`config.mk`:
```
export PLATFORM = sky130hd
export DESIGN_NAME = rcdsw_top
export DESIGN_NICKNAME = d
export VERILOG_FILES = /design/src/core/rcdsw_pkg.sv /design/src/core/rcdsw_top.sv /design/src/core/rcdsw_sync3.sv
export SDC_FILE = /design/constraint.sdc
export NUM_CORES = 1
export LEC_CHECK = 0
export BUFFER_PORTS_ARGS = -buffer_cell sky130_fd_sc_hd__buf_4
export CORE_MARGIN = 3
export CORE_UTILIZATION = 43
export DETAILED_ROUTE_END_ITERATION = 8
export GPL_TIMING_DRIVEN = 0
export SLEW_MARGIN = 20
export SYNTH_ARGS = -nofsm -noshare
export SYNTH_HDL_FRONTEND = slang
export SYNTH_SLANG_ARGS = --single-unit
```
`constraint.sdc`:
```
create_clock -name hclk -period 7.8 [get_ports hclk]
set_input_delay 0.39 -clock hclk [delete_from_list [all_inputs] [get_ports hclk]]
set_output_delay 0.39 -clock hclk [all_outputs]
set_load 0.005 [all_outputs]
```
`src/core/rcdsw_pkg.sv`:
```
// package: register map, field layout and state encoding of the deep sleep wake-up block
package rcdsw_pkg;
  // register byte offsets
  localparam logic [7:0] OFS_CONTROL = 8'h00;
  localparam logic [7:0] OFS_PERIOD = 8'h04;
  localparam logic [7:0] OFS_STATUS = 8'h08;
  localparam logic [7:0] OFS_TIMING = 8'h0C;
  localparam logic [7:0] OFS_GENERAL = 8'h10;
  localparam logic [7:0] OFS_STATE = 8'h14;
  // control register bits
  localparam int CTL_SLEEP_ON_BIT = 0;
  localparam int CTL_EXT_DIS_BIT = 1;
  // general control register bits
  localparam int GEN_WAKE_REQ_BIT = 0;
  localparam int GEN_CLK_EN_BIT = 1;
  // state register bits
  localparam int ST_RADIO_UP_BIT = 0;
  localparam int ST_ASLEEP_BIT = 1;
  localparam int ST_EARLY_BIT = 2;
  // timing register fields
  localparam int TIM_SET_LSB = 0;
  localparam int TIM_CLR_LSB = 10;
  localparam int TIM_EXT_LSB = 20;
  localparam int TIM_FIELD_W = 10;
  // reset values
  localparam logic [31:0] RST_PERIOD = 32'h0000_0000;
  localparam logic [31:0] RST_TIMING = 32'h0000_0000;
  localparam logic [31:0] RST_ZERO = 32'h0000_0000;
  // slot timing reference
  localparam int SLOT_US = 625;
  localparam int LP_CLK_HZ = 32768;
  localparam logic [15:0] SLOT_LP_CYCLES = 16'(SLOT_US * LP_CLK_HZ / 1000000);

  typedef enum logic [1:0] {
    RCDSW_AWAKE = 2'b00,
    RCDSW_SLEEP = 2'b01,
    RCDSW_EXPIRED = 2'b11
  } rcdsw_state_t;

  typedef struct packed {
    logic [9:0] set_lead;
    logic [9:0] clear_lead;
    logic [9:0] ext_len;
  } rcdsw_timing_t;
endpackage

```
`src/core/rcdsw_top.sv`:
```
// deep sleep wake-up sequencer with ahb-lite registers
//
// The address map and the AHB-Lite interface to the registers were chosen for this implementation.
`timescale 1ns/1ps
module rcdsw_top
  import rcdsw_pkg::*;
(
  input wire logic hclk, // bus clock, 250 MHz
  input wire logic hresetn, // asynchronous reset, active low
  input wire logic ce, // clock enable, freezes all state when low
  input wire logic hsel, // slave select
  input wire logic [31:0] haddr, // byte address
  input wire logic [1:0] htrans, // transfer type
  input wire logic hwrite, // write when high
  input wire logic [2:0] hsize, // transfer size
  input wire logic [31:0] hwdata, // write data
  input wire logic hready, // bus ready in
  output logic [31:0] hrdata, // read data
  output logic hreadyout, // slave ready
  output logic hresp, // response, always okay
  input wire logic low_power_clock, // low-power clock, sampled as a pin
  input wire logic radio_domain_up_flag, // radio domain powered, from pmu
  output logic early_wake_irq, // early wake interrupt
  output logic sleep_exit_irq, // sleep-exit interrupt pulse
  output logic asleep // core in deep sleep
);
  logic lp_s, lp_d, lp_tick, radio_up;
  logic [31:0] period;
  rcdsw_timing_t timing;
  logic sleep_on, ext_dis, wake_req, clk_en;
  logic [31:0] sleep_duration_cycles;
  logic [31:0] remain, elapsed;
  logic [9:0] ext_cnt;
  logic ext_active;
  logic [15:0] slot_cnt;
  logic [31:0] slot_count;
  rcdsw_state_t state;
  logic ap_valid, ap_write;
  logic [7:0] ap_addr;
  // next values
  logic [31:0] next_period, next_sdur, next_remain, next_elapsed, next_hrdata, next_slot_count;
  rcdsw_timing_t next_timing;
  logic next_sleep_on, next_ext_dis, next_wake_req, next_clk_en, next_early, next_exit, next_ext_active;
  logic [9:0] next_ext_cnt;
  logic [15:0] next_slot_cnt;
  rcdsw_state_t next_state;
  logic next_ap_valid, next_ap_write;
  logic [7:0] next_ap_addr;
  logic req_eff, wr_en, rd_en, timer_expired;

  // low-power clock edge as a tick, radio flag filtered (pins)
  rcdsw_sync3 u_lp (.clk(hclk), .rst_n(hresetn), .ce(ce), .din(low_power_clock), .dout(lp_s));
  rcdsw_sync3 u_rad (.clk(hclk), .rst_n(hresetn), .ce(ce), .din(radio_domain_up_flag), .dout(radio_up));
  assign lp_tick = lp_s & ~lp_d;

  // software bits are written in this domain and act on any hclk cycle, not only on low-power ticks,
  // so they are already stable when sampled there
  assign req_eff = wake_req & ~ext_dis;
  assign timer_expired = (remain == 32'h0);

  function automatic logic lead_hit(input logic [31:0] rem, input logic [9:0] lead);
    lead_hit = (rem == {22'h0, lead});
  endfunction

  assign wr_en = ap_valid & ap_write;
  assign rd_en = hsel & hready & htrans[1] & ~hwrite;
  assign hreadyout = 1'b1;
  assign hresp = 1'b0;
  assign asleep = (state != RCDSW_AWAKE);

  always_comb begin
    next_ap_valid = hsel & hready & htrans[1];
    next_ap_write = hwrite;
    next_ap_addr = haddr[7:0];
    next_period = period;
    next_timing = timing;
    next_sleep_on = sleep_on;
    next_ext_dis = ext_dis;
    next_wake_req = wake_req;
    next_clk_en = clk_en;
    if (wr_en) begin
      unique case (ap_addr)
        OFS_CONTROL: begin
          next_sleep_on = hwdata[CTL_SLEEP_ON_BIT];
          next_ext_dis = hwdata[CTL_EXT_DIS_BIT];
        end
        OFS_PERIOD: next_period = hwdata;
        OFS_TIMING: begin
          next_timing.set_lead = hwdata[TIM_SET_LSB +: TIM_FIELD_W];
          next_timing.clear_lead = hwdata[TIM_CLR_LSB +: TIM_FIELD_W];
          next_timing.ext_len = hwdata[TIM_EXT_LSB +: TIM_FIELD_W];
        end
        OFS_GENERAL: begin
          next_wake_req = hwdata[GEN_WAKE_REQ_BIT];
          next_clk_en = hwdata[GEN_CLK_EN_BIT];
        end
        default: ;
      endcase
    end
    // sleep_on clears itself on exit, so software has to re-arm every sleep
    if (next_state == RCDSW_AWAKE && state != RCDSW_AWAKE) next_sleep_on = 1'b0;
    next_hrdata = 32'h0;
    if (rd_en) begin
      unique case (haddr[7:0])
        OFS_CONTROL: next_hrdata = {30'h0, ext_dis, sleep_on};
        OFS_PERIOD: next_hrdata = period;
        OFS_STATUS: next_hrdata = sleep_duration_cycles;
        OFS_TIMING: next_hrdata = {2'h0, timing.ext_len, timing.clear_lead, timing.set_lead};
        OFS_GENERAL: next_hrdata = {30'h0, clk_en, wake_req};
        OFS_STATE: next_hrdata = {slot_count[15:0], 13'h0, early_wake_irq, asleep, radio_up};
        default: next_hrdata = 32'h0;
      endcase
    end
  end

  always_comb begin
    next_state = state;
    next_remain = remain;
    next_elapsed = elapsed;
    next_sdur = sleep_duration_cycles;
    next_early = early_wake_irq;
    next_exit = 1'b0;
    next_ext_cnt = ext_cnt;
    next_ext_active = ext_active;
    next_slot_cnt = slot_cnt;
    next_slot_count = slot_count;
    unique case (state)
      RCDSW_AWAKE: begin
        next_ext_active = 1'b0;
        if (sleep_on && !req_eff) begin
          next_state = RCDSW_SLEEP;
          next_remain = period;
          next_elapsed = 32'h0;
          next_early = 1'b0;
          next_slot_cnt = 16'h0;
        end
      end
      RCDSW_SLEEP, RCDSW_EXPIRED: begin
        if (lp_tick) begin
          next_elapsed = elapsed + 32'h1;
          if (slot_cnt == SLOT_LP_CYCLES - 16'h1) begin
            next_slot_cnt = 16'h0;
            next_slot_count = slot_count + 32'h1;
          end else begin
            next_slot_cnt = slot_cnt + 16'h1;
          end
          if (!timer_expired && !ext_active) begin
            next_remain = remain - 32'h1;
            if (lead_hit(remain, timing.set_lead)) next_early = 1'b1;
            if (lead_hit(remain, timing.clear_lead)) next_early = 1'b0;
          end
          if (ext_active) begin
            if (ext_cnt > timing.clear_lead) next_ext_cnt = ext_cnt - 10'h1;
            else next_early = 1'b0;
          end
        end
        if (timer_expired) next_state = RCDSW_EXPIRED;
        if (state == RCDSW_EXPIRED && clk_en && radio_up && !early_wake_irq) begin
          next_state = RCDSW_AWAKE;
          next_exit = 1'b1;
          next_sdur = elapsed;
        end
      end
      default: next_state = RCDSW_AWAKE;
    endcase
    // evaluated last so a tick in the same cycle cannot undo the forced expiry;
    // a request landing on the exit cycle would leave the early irq stuck while awake
    if (req_eff && !ext_active && state != RCDSW_AWAKE && !next_exit) begin
      next_early = 1'b1;
      next_ext_active = 1'b1;
      next_ext_cnt = timing.ext_len;
      next_remain = 32'h0;
    end
  end

  always_ff @(posedge hclk or negedge hresetn) begin
    if (!hresetn) begin
      lp_d <= 1'b0;
      ap_valid <= 1'b0;
      ap_write <= 1'b0;
      ap_addr <= 8'h00;
      hrdata <= RST_ZERO;
      period <= RST_PERIOD;
      timing <= rcdsw_timing_t'(RST_TIMING[29:0]);
      sleep_on <= 1'b0;
      ext_dis <= 1'b0;
      wake_req <= 1'b0;
      clk_en <= 1'b0;
      state <= RCDSW_AWAKE;
      remain <= RST_ZERO;
      elapsed <= RST_ZERO;
      sleep_duration_cycles <= RST_ZERO;
      early_wake_irq <= 1'b0;
      sleep_exit_irq <= 1'b0;
      ext_cnt <= 10'h000;
      ext_active <= 1'b0;
      slot_cnt <= 16'h0000;
      slot_count <= RST_ZERO;
    end else if (ce) begin
      lp_d <= lp_s;
      ap_valid <= next_ap_valid;
      ap_write <= next_ap_write;
      ap_addr <= next_ap_addr;
      hrdata <= next_hrdata;
      period <= next_period;
      timing <= next_timing;
      sleep_on <= next_sleep_on;
      ext_dis <= next_ext_dis;
      wake_req <= next_wake_req;
      clk_en <= next_clk_en;
      state <= next_state;
      remain <= next_remain;
      elapsed <= next_elapsed;
      sleep_duration_cycles <= next_sdur;
      early_wake_irq <= next_early;
      sleep_exit_irq <= next_exit;
      ext_cnt <= next_ext_cnt;
      ext_active <= next_ext_active;
      slot_cnt <= next_slot_cnt;
      slot_count <= next_slot_count;
    end
  end
endmodule

```
`src/core/rcdsw_sync3.sv`:
```
// three-stage input synchroniser with agreement filter
`timescale 1ns/1ps
module rcdsw_sync3 (
  input wire logic clk, // sampling clock
  input wire logic rst_n, // asynchronous reset, active low
  input wire logic ce, // clock enable
  input wire logic din, // asynchronous level
  output logic dout // filtered level
);
  logic [2:0] stage;
  logic [2:0] next_stage;
  logic next_dout;

  always_comb begin
    next_stage = {stage[1:0], din};
    // first stage feeds only the second; a change counts once stages two and three agree
    next_dout = (stage[1] == stage[2]) ? stage[2] : dout;
  end

  always_ff @(posedge clk or negedge rst_n) begin
    if (!rst_n) begin
      stage <= 3'h0;
      dout <= 1'b0;
    end else if (ce) begin
      stage <= next_stage;
      dout <= next_dout;
    end
  end
endmodule

```
**Yosys cells after proc, flatten, opt, wreduce, memory -nomap -nowiden**

Index checks and enable logic that the tools add are counted.

- $add $sub $neg: 5
- Multiply operators: 0
- Divide/modulo/power cells: 0
- Magnitude comparators: 1
- Equal/unequal tests: 20
- Shift operators: 0
- Mux-type cells: 39
- Bitwise operators: 9
- Reductions and logical operators: 44

Operator list:

| kind | number |
|---|---|
| $mux W32 | 7 |
| $pmux W32 S6 | 1 |
| $pmux W32 S2 | 2 |
| $add A32 B1 Y32 const B | 2 |
| $eq A32 B10 Y1 | 2 |
| $mux W10 | 5 |
| $mux W16 | 3 |
| $logic_not A32 Y1 | 1 |
| $pmux W16 S2 | 1 |
| $sub A32 B1 Y32 const B | 1 |
| $eq A8 B4 Y1 const B | 3 |
| $eq A8 B5 Y1 const B | 3 |
| $reduce_and A3 Y1 | 6 |
| $reduce_bool A2 Y1 | 9 |
| $add A16 B1 Y16 const B | 1 |
| $eq A16 B5 Y1 const B | 1 |
| $eq A8 B3 Y1 const B | 2 |
| $logic_not A8 Y1 | 2 |
| $mux W1 | 15 |
| $reduce_and A4 Y1 | 3 |
| $gt A10 B10 Y1 | 1 |
| $reduce_and A5 Y1 | 2 |
| $sub A10 B1 Y10 const B | 1 |
| $logic_and A1 B1 Y1 | 9 |
| 15 further kinds | 35 |

- Bits in registers: 276
- Bits in latches: 0
- Memory bits (writable): 0
- Memory bits (read-only): 0
- Input bits: 77
- Output and inout bits: 37
- Logic and storage cells: 145
- Memories kept: 0

**Logic depth before layout (Yosys ltp)**

- Word-level depth: 10
- Depth in mapped cells: 10
- Depth with buffers taken out: 8

**Cells and area by module**

A second synthesis with hierarchy kept.

- Cells, all modules: 1243
- Area total of the unflattened synthesis: 12946.2 um^2

By module, submodules not included:

| module | instances | cells each | area each (um^2) |
|---|---|---|---|
| rcdsw_top | 1 | 1219 | 12635.9 |
| rcdsw_sync3 | 2 | 12 | 155.1 |

**Worst setup path before layout**

Ideal clock, no wire load.

- Kind: register to register
- Start point: reg ap_addr[0]
- End point: reg period[10]
- Setup time: 125 ps
- Data arrival time: 2397 ps
- Data required time: 7675 ps
- Setup slack: 5279 ps
- Stages on the path, launching flop included: 8
- Buffers on the path: 2
- Clock period less this slack: 2521 ps
- Cells stage by stage: dfrtp_1 > or4_1 > or4_1 > nor3b_1 > nor2b_1 > buf_2 > buf_2 > mux2_2

- Cells in the longest elaborated chain, start to end: 2

RTL lines:

| item | line | text |
|---|---|---|
| start: declaration | rcdsw_top.sv:39 | `logic [7:0] ap_addr;` |
| start signal: assignment | rcdsw_top.sv:203 | `ap_addr <= next_ap_addr;` |
| $eq A8 B3 Y1 | rcdsw_top.sv:82 | `unique case (ap_addr)` |
| $reduce_and A3 Y1 (no source line) | - |  |
| end signal: assignment | rcdsw_top.sv:205 | `period <= next_period;` |
| end: declaration | rcdsw_top.sv:28 | `logic [31:0] period;` |

Every way passes these cells.
A chain may end at the register's enable or synchronous reset.

**Worst setup path after layout**

- Start point: reg remain[0]
- End point: reg remain[4]

- Cells in the longest elaborated chain, start to end: 5

RTL lines:

| item | line | text |
|---|---|---|
| start: declaration | rcdsw_top.sv:32 | `logic [31:0] remain, elapsed;` |
| start signal: assignment | rcdsw_top.sv:212 | `remain <= next_remain;` |
| $sub A32 B1 Y32 or $logic_not A32 Y1 (tied branches) | rcdsw_top.sv:148, rcdsw_top.sv:59 |  |
| $mux W32 or $logic_not A1 Y1 (tied branches) | rcdsw_top.sv:147 | `if (!timer_expired && !ext_active) begin` |
| $mux W32 or $logic_and A1 B1 Y1 (tied branches) | rcdsw_top.sv:139, rcdsw_top.sv:147 |  |
| $pmux W32 S2 or $ne A3 B3 Y1 (tied branches) | - |  |
| $mux W32 or $reduce_and A5 Y1 (tied branches) | - |  |

Parallel ways exist; a longest one is shown, timed or not. The select of a mux whose other input is x is not followed.

==> results.sh <==
export IMPL_tightest_slew_ns=1.23
export IMPL_async_flop_share_pct=100
export IMPL_slew_viol_final=0
export IMPL_synthCells=1202
export IMPL_ctsRootBufferMaster="clkbuf_16"
export IMPL_synth_area_top_cells="dfrtp_1, mux2_2, o21ai_0, a21oi_1, xnor2_1"
export IMPL_worstPathMaxFanout=10
export IMPL_path_clk_slew_ns=0.06
export IMPL_post_route_min_period_ns=3.56
export IMPL_ys_ff_latch=260
export IMPL_htreeDepth=1
export IMPL_num_antenna_cells=0
export IMPL_worstSetupPathType="flip-flop to flip-flop"
export IMPL_numClockSinks=260
export IMPL_grt_setup_unrepaired="no"
export IMPL_synth_avg_cell_area_sq_um=10.5
export IMPL_crit_required_ns=8.20
export IMPL_port_buffers=81
export IMPL_antenna_found_initial=0
export IMPL_power_mw=3.18
export IMPL_drive_gt1_share_pct=19.9
export IMPL_timing_fmax_mhz=281
export IMPL_dp_cells=1670
export IMPL_grt_pass1_vias=9968
export IMPL_syn_area_sq_um=12700
export IMPL_vdd_ir_drop_worst_v=0.000144
export IMPL_die_h_microns=178
export IMPL_slew_headroom_pct=16.9
export IMPL_seqCellArea_sq_um=6510
export IMPL_dpl_worst_slack_ns=4.39
export IMPL_io_pins=114
export IMPL_power_density_nw_per_um2=214
export IMPL_end_kind="flip-flop"
export IMPL_fillers=2689
export IMPL_status="finished, final reports clean"
export IMPL_synth_warnings=0
export IMPL_via_per_inst=5.96
export IMPL_track_usage_pct=24.8
export IMPL_synth_edf_count=0
export IMPL_gp_congestion=0.906
export IMPL_stdcell_count=1725
export IMPL_die_area_sq_um=31600
export IMPL_totalWireLength_mm=38.9
export IMPL_clkLatencyLatePin_ns=0.55
export IMPL_cts_buffer_depth=3
export IMPL_period_share_pct=45.7
export IMPL_grt_pass1_wl_mm=60.2
export IMPL_fin_ws_ns=4.24
export IMPL_hold_viol=0
export IMPL_final_nets=1410
export IMPL_cts_buffers=29
export IMPL_dp_hpwl_mm=28.2
export IMPL_drc_errors=0
export IMPL_vias=10276
export IMPL_setup_tns_ns=0
export IMPL_core_sq_um=28900
export IMPL_dr_pass1_iters=6
export IMPL_holdCritPathClass="primary input to flip-flop"
export IMPL_wl_per_cell_microns=22.5
export IMPL_synth_top_area_cell="dfrtp_1"
export IMPL_drt_iter0_drc=835
export IMPL_die_x_microns=178
export IMPL_cts_repair_resized=0
export IMPL_synth_seq_area_share_pct=51.4
export IMPL_cts_tree="yes"
export IMPL_finClkSkew_ns=0.0111
export IMPL_synth_top_area_share_pct=51.4
export IMPL_synth_nets=1294
export IMPL_setup_viol=0
export IMPL_cap_viol_max_count=0
export IMPL_antenna_left=0
export IMPL_p_leak_nw=6.69
export IMPL_fin_util_pct=51.4
export IMPL_grt_ovfl_total=0
export IMPL_worst_endpoint_arrival_ns=3.97
export IMPL_start_kind="flip-flop"
export IMPL_area_growth_syn_to_layout_pct=17.0
export IMPL_grt_max_degree=85
export IMPL_multi_input_area_sq_um=5760
export IMPL_synth_ff_type="dfrtp_1"
export IMPL_start_util_pct=43.9
export IMPL_synth_distinct_cells=61
export IMPL_num_rows=62
## report_power, final
group          internal (mW)  switching [mW]  leakage (nW)
clock network          0.777           0.565         0.468
logic                  0.138           0.261          2.65
registers               1.39          0.0450          3.56
## per-stage QoR
step | cell area [sq um] | hold WS (ns)
CTS | 14800 | 0.0554
detailed placement | 13900 | 0.320
floorplan | 12700 | 0.0944
global route | 14800 | 0.0553
finish | 14800 | 0.0712
global placement | 13800 | 0.462
## layer usage
layer | share of wire [%] | GRT usage (%)
met4 | 3.5 | 7.53
met5 | 0 | 0
met2 | 47 | 40.2
met3 | 6.2 | 4.24
met1 | 43 | 34.1
## critical path: stages (launching register included)
cell	delay, ns
dfrtp_1	0.48
inv_1	0.14
ha_1	0.22
nor3b_1	0.58
and3_1	0.39
and4bb_2	0.33
o31a_1	0.23
clkbuf_1	0.38
clkbuf_1	0.47
o21ai_0	0.20
## synth_stat cells (all sizes together) (2+ instances only)
| cell | n |
|---|---|
| dfrtp | 260 |
| o21ai | 118 |
| mux2 | 104 |
| nand2 | 74 |
| a21oi | 71 |
| nor2 | 68 |
| clkbuf | 54 |
| inv | 39 |
| xnor2 | 36 |
| o2bb2ai | 32 |
| nand3 | 30 |
| nor3 | 30 |
| a22o | 27 |
| nor4 | 25 |
| xor2 | 22 |
| nand4 | 18 |
| a221oi | 16 |
| a31oi | 16 |
| ha | 15 |
| buf | 14 |
| nor2b | 13 |
| a22oi | 10 |
| and3 | 10 |
| or3 | 10 |
| o31ai | 9 |
| or4 | 9 |
| nand2b | 7 |
| nor3b | 7 |
| a222oi | 5 |
| a32oi | 5 |
| and4 | 5 |
| nor4b | 4 |
| or2 | 4 |
| or3b | 4 |
| a211oi | 3 |
| and2 | 3 |
| mux2i | 3 |
| a2111oi | 2 |
| conb | 2 |
| mux4 | 2 |
| o211ai | 2 |
| o31a | 2 |
## layout make-up
| class | instances | area share, % |
|---|---|---|
| Multi-Input combinational cell | 834 | 38.8 |
| Buffer | 68 | 1.90 |
| Sequential cell | 260 | 43.9 |
| Inverter | 40 | 1.01 |
| Timing Repair Buffer | 85 | 4.78 |
| Clock inverter | 9 | 0.346 |
| Tap cell | 384 | 3.24 |
| Clock buffer | 45 | 5.98 |
## layout by cell type (no fill, tap or decap), types with 4 or more instances in the layout
cell type and instances:
nand2_1 74, clkbuf_16 29, xnor2_1 36, mux2_2 104
and3_1 10, a22oi_1 10, clkbuf_1 60, nor4_1 24
nand4_1 18, a21oi_1 71, a31oi_1 16, o2bb2ai_1 32
a22o_1 27, or2_2 4, nor2_1 68, a221oi_1 16
and4_1 5, nor3_1 28, o21ai_0 118, buf_4 83
buf_2 6, a32oi_1 5, nor2b_1 13, xor2_1 22
nand3_1 30, ha_1 15, buf_1 4, inv_1 39
nor3b_1 5, dfrtp_1 260, clkbuf_8 10, o31ai_1 6
clkinv_2 7, nand2b_1 7, or4_1 9, or3_1 10
a222oi_1 5
## path summary, 6_finish.rpt
path                                                 from                   endpoint  slack, ns  depth (start not counted)
worst max-delay path                            remain[0]                  remain[4]       4.24                          9
worst min-delay path                           hwdata[30]                 period[30]       0.07                          2
worst max register to register                  remain[0]                  remain[4]       4.24                          9
worst min register to register  sleep_duration_cycles[15]  sleep_duration_cycles[15]       0.48                          2
max in group asynchronous                         hresetn                elapsed[27]       6.40                          4
min in group asynchronous                         hresetn              u_lp.stage[0]       0.34                          2
## what timing repair did
item                                   4_1_cts  5_1_grt
buffers inserted                             0        0
endpoints found under the hold margin       42        0
hold buffers                                 1        0
## flip-flops by register name, summed over array words and instances, names as in the netlist, 16 cells and up
signal	count
elapsed	32
hrdata	32
period	32
remain	32
sleep_duration_cycles	32
slot_cnt	16
slot_count	16
timing	30
## logic make-up after synthesis
kind of cell	share of synthesized area [%]
mux	9.84
xor+xnor	4.01
buf+inv	3.41
fa+ha+maj	1.48
simple gates	13.4
other cells	0.0593
flops	51.4
compound gates	16.4
No activity file was read; power rests on OpenSTA's default activity.
